<file path="config.mk">
export PLATFORM = sky130hd
export DESIGN_NAME = mrr_device_flat
export DESIGN_NICKNAME = d
export VERILOG_FILES = /design/src/mrr_pkg.sv /design/src/mrr_if.sv /design/src/mrr_device.sv /design/src/flat_wrapper.sv
export SDC_FILE = /design/constraint.sdc
export NUM_CORES = 1
export LEC_CHECK = 0
export ABC_AREA = 1
export BUFFER_PORTS_ARGS = -buffer_cell sky130_fd_sc_hd__buf_4
export CORE_MARGIN = 2
export CORE_UTILIZATION = 50
export CTS_BUF_LIST = sky130_fd_sc_hd__clkbuf_4 sky130_fd_sc_hd__clkbuf_8
export CTS_CLUSTER_SIZE = 28
export DETAILED_ROUTE_END_ITERATION = 12
export MAX_ROUTING_LAYER = met4
export PLACE_DENSITY = 0.73
export SYNTH_ARGS = -nofsm -noshare
export SYNTH_HDL_FRONTEND = slang
export SYNTH_SLANG_ARGS = --single-unit
</file>
<file path="constraint.sdc">
create_clock -name clk -period 1.7 [get_ports clk]
set_input_delay 0.17 -clock clk [delete_from_list [all_inputs] [get_ports clk]]
set_output_delay 0.17 -clock clk [all_outputs]
set_load 0.01 [all_outputs]
</file>
<file path="src/mrr_pkg.sv">
/*
 Constants, command codes and timing counts for the mode register read path.
 Assumes a single 250 MHz clock shared by the controller end and the device end.
*/
`default_nettype none
// How it works
// RQ1: CS low, CA[2:0] low, CA3 high decodes read
// RQ2: Address from falling CA1:0, rising CA9:4
// RQ3: Register byte on DQ[7:0] first beat after latency
// RQ4: Other beats and upper lanes carry filler
// RQ5: Strobes toggle through the whole burst
// RQ6: Every register read bursts exactly four beats
// RQ7: Controller never interrupts a register read
// RQ8: Controller waits two cycles after read command
// RQ9: Only no-operations during the command period
// RQ10: Write waits latency plus access plus three
// RQ11: Register write waits the same spacing
// RQ12: Register read never truncates a running burst
// RQ13: After read, wait burst_len/2 cycles
// RQ14: After write, wait WL+1+BL/2+write_to_read
// RQ15: Truncated bursts use effective length for spacing; code always uses full BURST_LEN/2
// RQ16: Temperature status in temp_status_reg bits 2:0
// RQ17: Temperature status refreshed at most every 32 ms
// RQ18: Controller polls temperature fast enough for margin; mrr_ctrl never polls, reads only on request
// RQ19: Pattern A 1010, pattern B 0011 per beat
// RQ20: Pattern reads copy lowest lane across byte
// RQ21: Pattern reads only while device idle
// RQ22: Read works with banks idle or active
package mrr_pkg;
    localparam int DQ_W = 16;
    localparam int CA_W = 10;
    localparam logic [3:0] CMD_MRR = 4'h8;
    localparam logic [3:0] CMD_MRW = 4'h0;
    localparam logic [7:0] ADDR_TEMP = 8'h04;
    localparam logic [7:0] ADDR_CAL_A = 8'h20;
    localparam logic [7:0] ADDR_CAL_B = 8'h28;
    localparam logic [3:0] CAL_A_BITS = 4'h5;
    localparam logic [3:0] CAL_B_BITS = 4'hc;
    localparam logic [7:0] FILLER = 8'ha5;
    localparam int READ_LATENCY = 3;
    localparam int WRITE_LATENCY = 1;
    localparam int BURST_LEN = 4;
    localparam int BEATS = 4;
    localparam int MRR_CMD_PERIOD = 2;
    localparam int CLK_PERIOD_PS = 4000;
    localparam int DQSCK_MAX_PS = 5500;
    localparam int WTR_PS = 7500;
    localparam int DQSCK_CYC = (DQSCK_MAX_PS + CLK_PERIOD_PS - 1) / CLK_PERIOD_PS;
    localparam int WTR_CYC = (WTR_PS + CLK_PERIOD_PS - 1) / CLK_PERIOD_PS;
    localparam int MRR_TO_WR = READ_LATENCY + DQSCK_CYC + BEATS / 2 + 1;
    localparam int RD_TO_MRR = BURST_LEN / 2;
    localparam int WR_TO_MRR = WRITE_LATENCY + 1 + BURST_LEN / 2 + WTR_CYC;
    localparam int TSI_MS = 32;
    localparam int CLK_MHZ = 250;
    localparam longint TSI_CYC = longint'(TSI_MS) * 1000 * CLK_MHZ;
    localparam int TEMP_W = 3;
    localparam logic [2:0] TEMP_RESET = 3'h3;
endpackage
`default_nettype wire

</file>
<file path="src/mrr_if.sv">
/*
 Link between controller and device: command/address and data with strobes.
 Assumes both ends share clk; the controller qualifies the data bus with dq_oe.
*/
`timescale 1ns/1ps
`default_nettype none
interface mrr_if;
    import mrr_pkg::*;
    logic cs_n;
    logic [CA_W-1:0] ca_rise;
    logic [CA_W-1:0] ca_fall;
    logic [DQ_W-1:0] dq_out;
    logic dq_oe;
    logic [1:0] dqs_out;
    logic dqs_oe;
    modport device (input cs_n, ca_rise, ca_fall, output dq_out, dq_oe, dqs_out, dqs_oe);
    modport ctrl (output cs_n, ca_rise, ca_fall, input dq_out, dq_oe, dqs_out, dqs_oe);
endinterface
`default_nettype wire

</file>
<file path="src/mrr_device.sv">
/*
 Device end: decodes register reads and returns a four-beat burst.
 Assumes the controller keeps its spacing; link inputs cross from pins via two flops.
*/
`timescale 1ns/1ps
`default_nettype none
module mrr_device
    import mrr_pkg::*;
#(
    parameter longint TSI_CYCLES = TSI_CYC
) (
    // Clock and reset
    input wire logic clk,
    input wire logic reset,
    // Link
    mrr_if.device link,
    // Sensor and activity
    input wire logic [TEMP_W-1:0] sensor_temp,
    input wire logic burst_busy,
    output logic [TEMP_W-1:0] temp_status,
    output logic mrr_busy
);
    typedef enum logic [1:0] {IDLE, WAIT_LAT, BURST} state_e;

    // ****************
    // Input synchroniser
    // ****************
    logic cs_n_s1_reg, cs_n_s2_reg;
    logic [CA_W-1:0] car_s1_reg, car_s2_reg, caf_s1_reg, caf_s2_reg;
    always_ff @(posedge clk) begin
        if (reset) begin
            cs_n_s1_reg <= 1'b1;
            cs_n_s2_reg <= 1'b1;
            car_s1_reg <= '0;
            car_s2_reg <= '0;
            caf_s1_reg <= '0;
            caf_s2_reg <= '0;
        end else begin
            cs_n_s1_reg <= link.cs_n;
            cs_n_s2_reg <= cs_n_s1_reg;
            car_s1_reg <= link.ca_rise;
            car_s2_reg <= car_s1_reg;
            caf_s1_reg <= link.ca_fall;
            caf_s2_reg <= caf_s1_reg;
        end
    end

    // ****************
    // Temperature status
    // ****************
    logic [TEMP_W-1:0] temp_reg, temp_next;
    logic [31:0] tsi_cnt_reg, tsi_cnt_next;
    always_comb begin
        temp_next = temp_reg;
        tsi_cnt_next = tsi_cnt_reg + 32'h1;
        if (tsi_cnt_reg >= 32'(TSI_CYCLES - 1)) begin
            tsi_cnt_next = '0;
            temp_next = sensor_temp; // RQ17
        end
    end
    always_ff @(posedge clk) begin
        if (reset) begin
            temp_reg <= TEMP_RESET;
            tsi_cnt_reg <= '0;
        end else begin
            temp_reg <= temp_next;
            tsi_cnt_reg <= tsi_cnt_next;
        end
    end

    // ****************
    // Read sequencer
    // ****************
    state_e state_reg, state_next;
    logic [3:0] cnt_reg, cnt_next;
    logic [7:0] addr_reg, addr_next;
    logic [DQ_W-1:0] dq_reg, dq_next;
    logic dq_oe_reg, dq_oe_next;
    logic [1:0] dqs_reg, dqs_next;
    logic dqs_oe_reg, dqs_oe_next;
    logic is_mrr;
    logic [7:0] cmd_addr;
    logic cal;
    logic bitv;

    always_comb begin
        is_mrr = !cs_n_s2_reg && car_s2_reg[3:0] == CMD_MRR; // RQ1
        cmd_addr = {car_s2_reg[9:4], caf_s2_reg[1:0]}; // RQ2
        cal = addr_reg == ADDR_CAL_A || addr_reg == ADDR_CAL_B;
        bitv = addr_reg == ADDR_CAL_A ? CAL_A_BITS[cnt_reg[1:0]] : CAL_B_BITS[cnt_reg[1:0]]; // RQ19
        state_next = state_reg;
        cnt_next = cnt_reg;
        addr_next = addr_reg;
        dq_next = dq_reg;
        dq_oe_next = 1'b0;
        dqs_next = 2'b00;
        dqs_oe_next = 1'b0;
        case (state_reg)
            IDLE: begin
                // Bank state is never touched here
                if (is_mrr && !burst_busy) begin // RQ12 RQ22
                    addr_next = cmd_addr;
                    cnt_next = 4'(READ_LATENCY - 1);
                    state_next = WAIT_LAT;
                end
            end
            WAIT_LAT: begin
                if (cnt_reg == 4'h0) begin // RQ3
                    state_next = BURST;
                end else begin
                    cnt_next = cnt_reg - 4'h1;
                end
            end
            BURST: begin
                dq_oe_next = 1'b1;
                dqs_oe_next = 1'b1;
                dqs_next = cnt_reg[0] ? 2'b00 : 2'b11; // RQ5
                if (cal) begin
                    dq_next = {DQ_W{bitv}}; // RQ20
                end else if (cnt_reg == 4'h0) begin
                    dq_next = {FILLER, addr_reg == ADDR_TEMP ? {5'h00, temp_reg} : 8'h00}; // RQ3 RQ16
                end else begin
                    dq_next = {FILLER, FILLER}; // RQ4
                end
                if (cnt_reg == 4'(BEATS - 1)) begin // RQ6
                    state_next = IDLE;
                    cnt_next = '0;
                end else begin
                    cnt_next = cnt_reg + 4'h1;
                end
            end
            default: state_next = IDLE;
        endcase
    end

    always_ff @(posedge clk) begin
        if (reset) begin
            state_reg <= IDLE;
            cnt_reg <= '0;
            addr_reg <= '0;
            dq_reg <= '0;
            dq_oe_reg <= 1'b0;
            dqs_reg <= 2'b00;
            dqs_oe_reg <= 1'b0;
        end else begin
            state_reg <= state_next;
            cnt_reg <= cnt_next;
            addr_reg <= addr_next;
            dq_reg <= dq_next;
            dq_oe_reg <= dq_oe_next;
            dqs_reg <= dqs_next;
            dqs_oe_reg <= dqs_oe_next;
        end
    end

    logic busy_reg;
    always_ff @(posedge clk) begin
        if (reset) begin
            busy_reg <= 1'b0;
        end else begin
            busy_reg <= state_next != IDLE;
        end
    end

    assign link.dq_out = dq_reg;
    assign link.dq_oe = dq_oe_reg;
    assign link.dqs_out = dqs_reg;
    assign link.dqs_oe = dqs_oe_reg;
    assign temp_status = temp_reg;
    assign mrr_busy = busy_reg;
endmodule // mrr_device
`default_nettype wire

</file>
<file path="src/flat_wrapper.sv">
// flat-port wrapper written by rule: the top's interface ports become plain ports
module mrr_device_flat import mrr_pkg::*;
#(
    parameter longint TSI_CYCLES = TSI_CYC
)
  (clk, reset, sensor_temp, burst_busy, temp_status, mrr_busy, link_cs_n, link_ca_rise, link_ca_fall, link_dq_out, link_dq_oe, link_dqs_out, link_dqs_oe);
  mrr_if link_i ();
  input wire logic clk;
  input wire logic reset;
  input wire logic [TEMP_W-1:0] sensor_temp;
  input wire logic burst_busy;
  output logic [TEMP_W-1:0] temp_status;
  output logic mrr_busy;
  input wire logic [$bits(link_i.cs_n)-1:0] link_cs_n;
  input wire logic [$bits(link_i.ca_rise)-1:0] link_ca_rise;
  input wire logic [$bits(link_i.ca_fall)-1:0] link_ca_fall;
  output wire logic [$bits(link_i.dq_out)-1:0] link_dq_out;
  output wire logic [$bits(link_i.dq_oe)-1:0] link_dq_oe;
  output wire logic [$bits(link_i.dqs_out)-1:0] link_dqs_out;
  output wire logic [$bits(link_i.dqs_oe)-1:0] link_dqs_oe;
  assign link_i.cs_n = link_cs_n;
  assign link_i.ca_rise = link_ca_rise;
  assign link_i.ca_fall = link_ca_fall;
  assign link_dq_out = link_i.dq_out;
  assign link_dq_oe = link_i.dq_oe;
  assign link_dqs_out = link_i.dqs_out;
  assign link_dqs_oe = link_i.dqs_oe;
  mrr_device #(.TSI_CYCLES(TSI_CYCLES)) u_core (.clk(clk), .reset(reset), .link(link_i), .sensor_temp(sensor_temp), .burst_busy(burst_busy), .temp_status(temp_status), .mrr_busy(mrr_busy));
endmodule
</file>
# [Yosys cells after proc, flatten, opt, wreduce, memory -nomap -nowiden]
# Index checks and enable logic that the tools add are counted.
[totals] ff_bits=95 in_bits=27 out_inout_bits=24 word_cells=61
[op_classes] add_sub_neg=3 order_cmp=2 n_eq_ne=9 n_mux=18 n_bitwise=1 reduce_logical=13
[op_table] op="32-bit by 1-bit adder with 32-bit output (second input constant)" count=1
[op_table] op="32-bit by 23-bit >= comparator with 1-bit output (second input constant)" count=1
[op_table] op="8-bit by 6-bit == test with 1-bit output (second input constant)" count=2
[op_table] op="16-bit two-way mux" count=1
[op_table] op="4-bit two-way mux" count=3
[op_table] op="4-bit one-hot mux with 3 select lines" count=1
[op_table] op="8-bit by 3-bit == test with 1-bit output (second input constant)" count=1
[op_table] op="2-bit two-way mux" count=4
[op_table] op="8-bit two-way mux" count=1
[op_table] op="2-bit one-hot mux with 3 select lines" count=1
[op_table] op="4-bit by 1-bit adder with 4-bit output (second input constant)" count=1
[op_table] op="1-bit binary-select mux with 2-bit select" count=2
[op_table] op="4-bit by 2-bit == test with 1-bit output (second input constant)" count=1
[op_table] op="4-bit == test (second input constant)" count=1
[op_table] op="4-bit zero test" count=1
[op_table] op="1-bit two-way mux" count=4
[op_table] op="2-bit OR reduction" count=2
[op_table] op="4-bit by 1-bit subtractor with 4-bit output (second input constant)" count=1
[op_table] op="2-bit by 3-bit less-than comparator with 1-bit output (second input constant)" count=1
[op_table] op="3-bit two-way mux" count=1
[op_table] op="3-bit AND reduction" count=1
[op_table] op="3-bit nonzero test" count=1
[op_table] op="2-bit by 1-bit == test with 1-bit output (second input constant)" count=1
[op_table] op="2-bit == test (second input constant)" count=1
[op_table] op="other kinds (9)" count=11

# [Logic depth before layout (Yosys ltp)]
[depth] depth_word=6 mapped_depth=10 mapped_depth_nobuf=10

# [Worst setup path before layout]
# No wires, ideal clock.
[synth_timing] path_kind="flip-flop to flip-flop" startpoint="reg u_core.tsi_cnt_reg[0]" endpoint="reg u_core.tsi_cnt_reg[17]" setup_time_ns=0.115 arrival_ns=1.296 t_required_ns=1.585 setup_slack_ns=0.289 path_stages_with_launch=10 n_path_buf=1 synth_period_minus_slack_ns=1.411 cell_sequence="dfxtp_1 -> ha_1 -> nand3_2 -> nor2_2 -> nand2_1 -> nand2_1 -> nand2_4 -> nand3_4 -> buf_6 -> nor2_1"
[synth_via] elab_chain_cells=2 word_cells_on_any_way=3 cone_classes="add/sub: 1; order compare: 1; reduce/logical: 1"
[synth_lines] element="start: declaration" line="mrr_device.sv:52" rtl="logic [31:0] tsi_cnt_reg, tsi_cnt_next;"
[synth_lines] element="start signal: assignment" line="mrr_device.sv:67" rtl="tsi_cnt_reg <= tsi_cnt_next;"
[synth_lines] element="32-bit by 23-bit >= comparator with 1-bit output" line="mrr_device.sv:56" rtl="if (tsi_cnt_reg >= 32'(TSI_CYCLES - 1)) begin"
[synth_lines] element="2-bit OR reduction (no source line)"
# Parallel ways exist; a longest one is shown, timed or not.
# A chain may end at the register's enable or synchronous reset.

# [Worst setup path after layout]
[layout_timing] startpoint="reg u_core.tsi_cnt_reg[0]" endpoint="reg u_core.tsi_cnt_reg[20]"
# Same word-level chain as after synthesis.

==> out/summary.txt <==
Status = complete, no violations
DRT Wirelength = 6.45 mm
Hold worst-path end = u_core.car_s1_reg[3]
Switch share = 0.254
Gpl congestion = 0.885
Max FO, Critical Path = 4
Die Height = 88.7 um
Vias per cell = 4.61
Design Power = 0.00358 W
Setup crit start kind = register
Vias in the first global route = 2493
Syn Area/Cell = 7.67 um^2
Synth cell types = 32
R2r worst-path depth = 7
Post-Synth XOR/XNOR Area = 0.0366
Area share of fa/ha/maj cells after synthesis = 0.0279
Hold depth = 3
Fillers = 626
Sw Pwr = 0.000906 W
RSZ-0062 raised after global routing = false
Clock sink total = 84
Dominant cell type by area after synthesis = dfxtp_1
Clk buf depth = 2
Total grt overflow = 0
Logic pwr share = 0.038
Critical path data required time = 1.95 ns
Synth top area share = 0.468
Worst Path Arrival = 1.79 ns
Max-Cap Viols = 0
Worst Skew = 0.0128 ns
PD cells = 843 mW/mm^2
First-pass GRT wire length = 10.7 mm
Async set-or-reset flop fraction in the synthesized netlist = 0
Rows = 30
Fin crit share = 0.905
DR iter-0 viols = 81
Complex-gate fraction of the synthesized area = 0.0652
Post-synth EDFFs = 0
P&R area growth vs syn = 18.0%
Fmax = 650 MHz
Critical Path Sink Type = register
Clock slew at reported path FFs = 0.10 ns
Fin. Hold Viols = 0
WL per Instance = 10.4 um
Area contributors post-synth = dfxtp_1, nor2_1, nand2_1
Via count = 2865
Synth Flop Type = dfxtp_1
Post-route ant nets = 0
Slowest CP cell = dfxtp_2
Synth top cells by count = nor2_1, dfxtp_1, nand2_1
DRC = 0
Largest net degree at the start of global routing = 37
Fraction of layout cells with a size suffix above 1 = 0.173
Top-count cell post-synth = nor2_1
Sequential area share after synthesis = 0.468
Port Buffer Count = 42
Clock latency on the worst-skew pair = 0.36 ns
Hold crit path type = primary input to register
Sequential power share = 0.567
Crit-path max cell delay = 0.36 ns
Setup tns final = 0 ns
FF+latch count, synth = 84
LEAKAGE = 1.86 nW
Setup violators final = 0
Area of the core = 0.00687 mm^2
# diodes = 0
Netlist Area Pre-Place = 0.00359 mm^2
Multiplexer share of the synthesized area = 0
Max reg flops = 32
Worst setup path category = register to register
CTS root buf = clkbuf_8
Antenna violations before repair = 0
Tmin final = 1.54 ns
FF-to-FF End = u_core.tsi_cnt_reg[20]
Simple-gate share of the synthesized area = 0.289
TritonCTS clock tree = done
Synth warnings = 0
Hold Path Origin = link_ca_rise[3]
CP cell instances = ha_1 -> nand3_2 -> nor2_4 -> nand3_2 -> nor2_1 -> xor2_1 -> nor2_1
DIE AREA = 0.00788 mm^2
TritonCTS Buffers = 9
# nets final = 555
Largest family of logic cells by synthesized area = simple AND/OR/NAND/NOR gates
Total track usage = 0.179
H-tree levels = 3
VDD IR-drop max = 0.659 mV
Internal power = 0.00267 W
Initial Util = 0.523
Clock power share = 0.395
DR pass1 iterations = 4
I/O pin count = 51
R2r setup slk = 0.16 ns
Post-detailed-placement half-perimeter wirelength = 4.50 mm
Max Slew Vio Count = 0
Critical R2R Launch = u_core.tsi_cnt_reg[0]
Die Wd = 88.7 um
Post-Synthesis Cells = 468
## power groups by stage
| stage | clock network [W] | logic [W] | registers [W] |
|---|---|---|---|
| 3_5_place_dp | 0 | 0.000125 | 0.00207 |
| 2_1_floorplan | 0 | 0.0000684 | 0.00207 |
| 5_1_grt | 0.00153 | 0.000157 | 0.00203 |
| 3_3_place_gp | 0 | 0.000122 | 0.00207 |
| 6_report | 0.00141 | 0.000136 | 0.00203 |
| 4_1_cts | 0.00146 | 0.000136 | 0.00203 |
## worst max-delay path, delay by kind of cell (launching register included)
family	cells	cell delay, ns
flip-flops	1	0.36
adder cells (fa/ha/maj)	1	0.20
XOR/XNOR	1	0.18
AND/OR/NAND/NOR	5	0.70
## cell families after synthesis
group                      after synthesis
AOI/OAI and AO/OA                       44
DFF                                     84
adders and majority gates                8
and+or+nand+nor                        225
buffers and inverters                   91
other                                    1
xor gates and xnor gates                15
## timing repair
item,4_1_cts,5_1_grt
setup endpoints to repair,0,26
hold endpoints to repair,6,0
resized for setup,0,4
buffers inserted,0,2
hold buffers,6,0
## worst max-delay path by stage
stage / depth (start not counted) / end / startpoint / slack [ns]
2_1_floorplan: 9 / u_core.tsi_cnt_reg[17] / u_core.tsi_cnt_reg[0] / 0.29
3_3_place_gp: 8 / u_core.tsi_cnt_reg[20] / u_core.tsi_cnt_reg[0] / 0.12
3_5_place_dp: 8 / u_core.tsi_cnt_reg[15] / u_core.tsi_cnt_reg[0] / 0.08
4_1_cts: 8 / u_core.tsi_cnt_reg[7] / u_core.tsi_cnt_reg[0] / 0.07
5_1_grt: 7 / u_core.tsi_cnt_reg[20] / u_core.tsi_cnt_reg[1] / 0.0003
6_report: 7 / u_core.tsi_cnt_reg[20] / u_core.tsi_cnt_reg[0] / 0.16
## through the flow
step           instance area (um^2)   util  hold WS, ns  setup WS, ns  std cells
2_1_floorplan                  3620      -        0.274         0.289        476
3_3_place_gp                   3940  0.573        0.354         0.118        596
3_5_place_dp                   3940  0.573        0.361        0.0771        596
4_1_cts                        4200  0.611   0.00000736        0.0679        618
5_1_grt                        4240  0.617       0.0143      0.000326        621
6_report                       4240  0.617       0.0120         0.162        621
## final cells by class
| cell class | instances | area, um^2 | share of cell area |
|---|---|---|---|
| Multi-Input combinational cell | 302 | 1560 | 0.368 |
| Timing Repair Buffer | 53 | 413 | 0.0974 |
| Inverter | 70 | 263 | 0.0620 |
| Clock inverter | 7 | 76.3 | 0.0180 |
| Sequential cell | 84 | 1680 | 0.397 |
| Clock buffer | 9 | 124 | 0.0292 |
| Tap cell | 96 | 120 | 0.0283 |
## metal layers
| metal | GRT usage | up-vias | share of wire |
|---|---|---|---|
| met3 | 0.0373 | 8 | 0.045 |
| li1 | - | 1527 | - |
| met2 | 0.273 | 63 | 0.44 |
| met4 | 0.0799 | 0 | 0.017 |
| met1 | 0.228 | 1267 | 0.49 |
| met5 | - | - | 0 |
## cell usage in the layout, fill, tap and decap left out, drive strengths merged, types with 2 or more instances in the layout
cell type    netlist  layout
clkinv             0       2
clkbuf             5       9
a21oi             27      27
nor3               7       7
inv               70      75
dlygate4sd3        0       6
dfxtp             84      84
and2               2       2
conb               1       9
xor2              11      11
nand2             80      80
nand3             29      30
ha                 8       8
or2                4       4
xnor2              4       4
nand4              9       9
buf               16      47
nand3b             2       2
o21ai             16      16
nor2              92      92
Note: power is estimated with default switching activity, not from simulation.
